`config.mk`:
```
export PLATFORM = sky130hd
export DESIGN_NAME = irq_controller
export DESIGN_NICKNAME = d
export VERILOG_FILES = /design/src/hdl/irq_ctrl_pkg.sv /design/src/hdl/irq_flag_bank.sv /design/src/hdl/irq_return_stack.sv /design/src/hdl/irq_controller.sv
export SDC_FILE = /design/constraint.sdc
export NUM_CORES = 1
export LEC_CHECK = 0
export CORE_ASPECT_RATIO = 2
export CORE_MARGIN = 3
export CORE_UTILIZATION = 50
export DETAILED_ROUTE_END_ITERATION = 8
export DONT_BUFFER_PORTS = 1
export HOLD_SLACK_MARGIN = 0.15
export SYNTH_ARGS = -nofsm -noshare
export SYNTH_HDL_FRONTEND = slang
export SYNTH_HIERARCHICAL = 1
export SYNTH_SLANG_ARGS = --single-unit
```
`constraint.sdc`:
```
create_clock -name clk -period 5.33 [get_ports clk]
set_input_delay 0.533 -clock clk [delete_from_list [all_inputs] [get_ports clk]]
set_output_delay 0.533 -clock clk [all_outputs]
set_load 0.005 [all_outputs]
```
`src/hdl/irq_ctrl_pkg.sv`:
```
// Shared constants and types for the two-level interrupt controller
package irq_ctrl_pkg;

  localparam int          NUM_SRC         = 40;
  localparam int          PC_W            = 21;
  localparam logic [20:0] HIGH_VECTOR     = 21'h000008;
  localparam logic [20:0] LOW_VECTOR      = 21'h000018;
  localparam int          PRIO_EN_BIT     = 7;
  localparam int          GIE_HIGH_BIT    = 7;
  localparam int          GIE_LOW_BIT     = 6;
  localparam logic        PRIO_EN_RESET   = 1'b0;
  localparam logic [1:0]  GIE_RESET       = 2'b00;
  localparam int          STACK_DEPTH     = 31;
  localparam int          SYNC_STAGES     = 2;
  localparam int          LATENCY_MIN     = 3;
  localparam int          LATENCY_MAX     = 4;
  localparam int          CTRL_REG_COUNT  = 19;

  typedef struct packed {
    logic             take;
    logic             high;
    logic [20:0]      vector;
  } vector_req_t;

  typedef struct packed {
    logic             in_high;
    logic             in_low;
  } service_state_t;

endpackage

```
`src/hdl/irq_flag_bank.sv`:
```
// Event flags for every source: set by events, cleared by software writes
`timescale 1ns/100ps
module irq_flag_bank #(
  parameter int N = 40
) (
  input  wire logic         clk,
  input  wire logic         rst_b,
  input  wire logic [N-1:0] event_pulse,
  input  wire logic [N-1:0] flag_clear,
  output logic      [N-1:0] flag_q
);

  genvar g;
  generate
    for (g = 0; g < N; g++) begin : g_flag
      always_ff @(posedge clk or negedge rst_b) begin
        if (!rst_b) begin
          flag_q[g] <= 1'b0;
        end else if (event_pulse[g]) begin
          flag_q[g] <= 1'b1;
        end else if (flag_clear[g]) begin
          flag_q[g] <= 1'b0;
        end
      end
    end
  endgenerate

endmodule // irq_flag_bank

```
`src/hdl/irq_return_stack.sv`:
```
// Hardware return-address stack shared by interrupt entry and return
`timescale 1ns/100ps
module irq_return_stack #(
  parameter int W     = 21,
  parameter int DEPTH = 31
) (
  input  wire logic         clk,
  input  wire logic         rst_b,
  input  wire logic         push,
  input  wire logic [W-1:0] push_addr,
  input  wire logic         pop,
  output logic      [W-1:0] top_q,
  output logic              overflow_q
);

  logic [W-1:0]             mem [DEPTH];
  logic [$clog2(DEPTH+1)-1:0] ptr_q;

  always_ff @(posedge clk) begin
    if (push && ptr_q < DEPTH[$clog2(DEPTH+1)-1:0]) begin
      mem[ptr_q] <= push_addr;
    end
  end

  always_ff @(posedge clk or negedge rst_b) begin
    if (!rst_b) begin
      ptr_q      <= '0;
      overflow_q <= 1'b0;
    end else if (push && !pop) begin
      if (ptr_q < DEPTH[$clog2(DEPTH+1)-1:0]) begin
        ptr_q <= ptr_q + 1'b1;
      end else begin
        // Full stack drops the address instead of wrapping over live entries
        overflow_q <= 1'b1;
      end
    end else if (pop && !push && ptr_q != '0) begin
      ptr_q <= ptr_q - 1'b1;
    end
  end

  assign top_q = (ptr_q == '0) ? '0 : mem[ptr_q - 1'b1];

endmodule // irq_return_stack

```
`src/hdl/irq_controller.sv`:
```
// Two-level prioritised interrupt controller facing the core sequencer
`timescale 1ns/100ps
module irq_controller #(
  parameter int N_SRC = irq_ctrl_pkg::NUM_SRC
) (
  input  wire logic                          clk,
  input  wire logic                          rst_b,
  input  wire logic [N_SRC-1:0]              src_event,
  input  wire logic [N_SRC-1:0]              src_is_periph,
  input  wire logic [N_SRC-1:0]              src_enable,
  input  wire logic [N_SRC-1:0]              src_priority_high,
  input  wire logic [N_SRC-1:0]              flag_clear,
  input  wire logic                          priority_levels_enable_wr,
  input  wire logic                          priority_levels_enable_in,
  input  wire logic                          gie_wr,
  input  wire logic [1:0]                    gie_in,
  input  wire logic                          instr_boundary,
  input  wire logic                          return_from_irq_instr,
  input  wire logic [irq_ctrl_pkg::PC_W-1:0] return_pc,
  output logic      [N_SRC-1:0]              flag_out,
  output logic                               priority_levels_enable,
  output logic                               high_level_global_enable,
  output logic                               low_level_global_enable,
  output irq_ctrl_pkg::vector_req_t          vector_out,
  output logic      [irq_ctrl_pkg::PC_W-1:0] resume_pc,
  output logic                               in_high_service,
  output logic                               in_low_service,
  output logic                               stack_overflow
);
  import irq_ctrl_pkg::*;

  // Bit 7 doubles as the single global enable, bit 6 as the peripheral enable
  logic [N_SRC-1:0]   flag_q;
  logic               prio_q;
  logic               gie_h_q;
  logic               gie_l_q;
  service_state_t     svc_q;
  vector_req_t        vec_q;
  logic [PC_W-1:0]    resume_q;
  logic               take_high;
  logic               take_low;
  logic               want_high;
  logic               want_low;
  logic [N_SRC-1:0]   active;
  logic [N_SRC-1:0]   eff_high;
  logic [PC_W-1:0]    stack_top;
  logic               stack_ovf;
  logic               accept;
  logic [PC_W-1:0]    accept_vector;
  logic               nest_q;
  logic               stack_pop;

  // flag, enable and priority ports stand in for the control registers
  irq_flag_bank #(
    .N (N_SRC)
  ) u_flags (
    .clk         (clk),
    .rst_b       (rst_b),
    .event_pulse (src_event),
    .flag_clear  (flag_clear),
    .flag_q      (flag_q)
  );

  irq_return_stack #(
    .W     (PC_W),
    .DEPTH (STACK_DEPTH)
  ) u_stack (
    .clk        (clk),
    .rst_b      (rst_b),
    .push       (accept),
    .push_addr  (return_pc),
    .pop        (stack_pop),
    .top_q      (stack_top),
    .overflow_q (stack_ovf)
  );

  // flag and enable combine per source
  assign active   = flag_q & src_enable;
  // priority bits ignored outside priority mode
  assign eff_high = prio_q ? src_priority_high : {N_SRC{1'b1}};

  always_comb begin
    want_high = 1'b0;
    want_low  = 1'b0;
    if (prio_q) begin
      // high global enable gates high sources
      want_high = gie_h_q && |(active & eff_high) && !svc_q.in_high;
      // low global enable gates low sources
      // no low service while high runs
      want_low  = gie_l_q && |(active & ~eff_high) && !svc_q.in_high && !svc_q.in_low;
    end else begin
      // bit 7 all sources, bit 6 peripherals
      want_high = gie_h_q && |(active & (~src_is_periph | {N_SRC{gie_l_q}}))
                  && !svc_q.in_high;
    end
  end

  // vector at the first instruction boundary
  // high wins a tie, low left pending
  // high may enter over a running low routine
  assign take_high = instr_boundary && want_high && !vec_q.take;
  assign take_low  = instr_boundary && want_low && !want_high && !vec_q.take;
  assign accept    = take_high || take_low;
  // A return that meets an acceptance is dropped, so the stack never pushes and pops at once
  assign stack_pop = return_from_irq_instr && !accept;

  assign accept_vector = (take_low && prio_q) ? LOW_VECTOR : HIGH_VECTOR;

  // priority mode bit, cleared by reset
  always_ff @(posedge clk or negedge rst_b) begin
    if (!rst_b) begin
      prio_q <= PRIO_EN_RESET;
    end else if (priority_levels_enable_wr) begin
      prio_q <= priority_levels_enable_in;
    end
  end

  // clear enable in use on acceptance
  always_ff @(posedge clk or negedge rst_b) begin
    if (!rst_b) begin
      gie_h_q <= GIE_RESET[1];
      gie_l_q <= GIE_RESET[0];
    end else if (accept) begin
      if (take_high) begin
        gie_h_q <= 1'b0;
      end else begin
        gie_l_q <= 1'b0;
      end
    end else if (return_from_irq_instr) begin
      if (!prio_q || svc_q.in_high) begin
        gie_h_q <= 1'b1;
        if (!nest_q && prio_q && svc_q.in_low) begin
          gie_l_q <= gie_l_q;
        end
      end else begin
        gie_l_q <= 1'b1;
      end
    end else if (gie_wr) begin
      gie_h_q <= gie_in[1];
      gie_l_q <= gie_in[0];
    end
  end

  // Tracks whether a high routine sits on top of a low one
  always_ff @(posedge clk or negedge rst_b) begin
    if (!rst_b) begin
      svc_q  <= '0;
      nest_q <= 1'b0;
    end else if (accept) begin
      if (take_high) begin
        nest_q       <= svc_q.in_low;
        svc_q.in_high <= 1'b1;
      end else begin
        svc_q.in_low <= 1'b1;
      end
    end else if (return_from_irq_instr) begin
      if (svc_q.in_high) begin
        svc_q.in_high <= 1'b0;
        nest_q        <= 1'b0;
      end else begin
        svc_q.in_low <= 1'b0;
      end
    end
  end

  // event to vector within the pipeline depth
  always_ff @(posedge clk or negedge rst_b) begin
    if (!rst_b) begin
      vec_q    <= '0;
      resume_q <= '0;
    end else begin
      vec_q.take <= accept;
      if (accept) begin
        vec_q.high   <= take_high;
        vec_q.vector <= accept_vector;
      end
      if (stack_pop) begin
        resume_q <= stack_top;
      end
    end
  end

  assign flag_out                 = flag_q;
  assign priority_levels_enable   = prio_q;
  assign high_level_global_enable = gie_h_q;
  assign low_level_global_enable  = gie_l_q;
  assign vector_out               = vec_q;
  assign resume_pc                = resume_q;
  assign in_high_service          = svc_q.in_high;
  assign in_low_service           = svc_q.in_low;
  assign stack_overflow           = stack_ovf;
endmodule // irq_controller

```
==> metrics <==
TritonRoute pass-1 iters 7; Crit Reg-Reg Startpoint u_flags/flag_q[2]; DP Wirelength 53100 um; CTS buffer count 61; Worst Path Arrival 4.83 ns; Max Cap Violations 0; pin count of the biggest net entering global routing 112; fraction of layout cells with a size suffix above 1 0.219; Clk pin slew, worst setup/hold paths 0.07 ns; critical path type flop to flop; CTS tree built; Main synth FF type edfxtp_1; post-synthesis cell area 29300 um2; Worst setup SP type flop; Die ar. 61600 um2; width of the die 177 um; synth top area cells edfxtp_1 67%, mux4_2 13%, dfrtp_1 6.5%; CTS Buffer Depth 3; R2R Setup Slk 0.81 ns; Seq/Total Area, Yosys 0.733; row cnt 124; Remaining DRCs 0; minimum clock period 4.52 ns; Worst-Skew Late Latency 0.62 ns; remaining antenna violation count 0; FFs w/ async S/R, synth 0.105; P&R area growth vs syn 14.0%; Clock Root Buffer clkbuf_16; routability cong. 0.955; pwr/cell area 526 nW/um2; status finished, final reports clean; via/cell ratio 6.21; GRT Total Usage 0.270; capture point of the worst reg-to-reg path u_stack/mem[24][1]; hold depth 1; synth cell count leaders 651 x edfxtp_1, 167 x mux4_2, 103 x nand2_1, 76 x dfrtp_1, 69 x nand3_1; Fmax 221 MHz; DR iter-0 viols 1031; peak supply drop 0.000431 V; Synth cell types 62; met2 Use GR 0.495; number of flops mapped to enable cells by yosys 651; Crit. End Element flop; worst-path fanout max 12; vias in the first global route 16490; setup violators final 0; Final Skew 0.0200 ns; Worst Tran Pin Value 1.13 ns; WL/cell 32.8 um; via count 15604; nets@finish 1934; initial antenna violation count 11; global-route wire length before repair 117000 um; core region area 57600 um2; LEAKAGE 0.0111 uW; worst slack at placement 1.04 ns; WP data required 5.64 ns; Top Usage Layer GRT met2; grt ovf 0; met1 GRT Util 0.283; average cell area after synthesis 18.8 um2; slew margin rel. 0.246; hold path start return_pc[2]; cell with the most instances after synthesis edfxtp_1; setup TNS 0 ns; Cells after Synth 1557; Hold/Removal Path Class input port to flop; Ports 320; Die Ht 348 um; largest area contributor in the netlist edfxtp_1; initial core utilization 0.508; drt total wl 82500 um; Setup WS post-layout 0.810 ns; fin. max-slew vios 0; clock sinks 727; Hold Path End u_stack/mem[17][2]; final critical-path share of the clock period 0.848; R2R cell count 12; port buffer count 0; Final Hold Fails 0; met3 GRT Util 0.0668; FF+latch count, synth 727; unrepaired setup endpoints after global routing no; top cell type's share of synthesized area 0.668; Yosys warnings 6; H-Tree Depth 2
==> final cells by class <==
class / count / area [um2]
clock inverters: 31 / 275
fillers: 4240 / 24200
well taps: 756 / 946
diodes: 9 / 22.5
repair buffers: 152 / 1540
clock buffers: 81 / 1650
flip-flops and latches: 727 / 21500
multi-input cells: 710 / 7280
inverters: 47 / 176
==> sequential cells by signal, summed over array words and instances (netlist names) <==
name                      count
u_stack/overflow_q            1
in_high_service               1
u_stack/mem                 651
vector_out                    4
u_stack/ptr_q                 5
priority_levels_enable        1
in_low_service                1
u_flags/flag_q               40
high_level_global_enable      1
low_level_global_enable       1
resume_pc                    21
==> placed cells by master (no fill, tap or decap), types with 5 or more instances in the layout <==
master	Yosys	final
nor2_1	49	17
o21ai_0	10	9
nand4_1	17	17
a22o_1	20	20
nand2_1	103	103
mux2i_1	22	22
dlygate4sd3_1	0	97
dfrtp_1	76	75
buf_4	22	43
o22a_1	5	5
clkinv_2	0	10
buf_12	2	11
nand3b_1	6	6
clkbuf_1	35	17
inv_1	46	46
o211ai_1	20	20
a21o_1	41	41
a22oi_1	21	21
mux4_2	167	167
nor4_1	6	6
nor3_1	13	11
nand2b_1	6	6
o22ai_1	23	23
clkbuf_16	0	63
edfxtp_1	651	651
conb_1	1	19
clkinv_1	0	8
a21oi_1	16	14
diode_2	0	9
nand3_1	69	69
nor2_2	0	32
mux2_4	18	18
==> stage by stage <==
stage | instance area (um2) | util | power [uW] | hold slack (ns) | instances
detailed placement | 30200 | 0.525 | 13200 | 0.240 | 2285
global placement | 30200 | 0.525 | 13200 | 0.240 | 2285
finish | 33400 | 0.579 | 17500 | 0.211 | 2513
global route | 33300 | 0.579 | 18300 | 0.194 | 2509
CTS | 33300 | 0.579 | 17800 | 0.188 | 2504
floorplan | 29300 | - | 11400 | 0.237 | 1575
==> layer usage <==
metal,vias to the layer above,share of wire
met2,734,0.55
met5,-,0.00016
met1,8135,0.32
li1,6544,-
met4,2,0.059
met3,189,0.071
==> cell families after synthesis <==
family,synth area share
compound gates,0.0441
simple gates,0.0466
flops,0.733
buf+inv,0.0248
mux,0.147
other cells,0.000128
fa+ha+maj,0.00214
xor+xnor,0.00210
==> power by group <==
group          total [uW]  internal [uW]  leakage (uW)  switching, uW
Combinational        6330           2920       0.00350           3410
Sequential           6870           6530       0.00671            344
Clock                4340           2380      0.000939           1960
Total               17500          11800        0.0111           5710
==> worst max-delay path: stages (launching register included) <==
cell,delay (ns)
dfrtp_1,0.46
nand2_1,0.23
o22ai_1,0.25
nor4_1,0.79
nand3_1,0.18
nor4_2,0.28
nand3b_1,0.20
nand2b_1,0.16
nand2_1,0.34
nand2_1,0.15
or2_2,0.36
nor2_2,0.48
buf_4,0.32
==> worst max path at each step <==
stage | start | to | slack (ns) | cells after the start
3_5_place_dp | src_enable[2] | u_stack/mem[24][2] | 1.04 | 12
6_report | u_flags/flag_q[2] | u_stack/mem[24][1] | 0.81 | 12
2_1_floorplan | u_stack/ptr_q[0] | resume_pc[10] | 1.62 | 13
5_1_grt | u_flags/flag_q[37] | u_stack/mem[3][6] | 0.47 | 13
3_3_place_gp | src_enable[2] | u_stack/mem[25][2] | 1.09 | 12
4_1_cts | u_flags/flag_q[2] | u_stack/mem[3][5] | 1.05 | 13
==> timing repair <==
item	CTS	global route
hold buffers	107	0
hold endpoints to repair	770	0
setup buffers	0	0
gates resized for setup	0	0
Note: power is estimated with default switching activity, not from simulation.
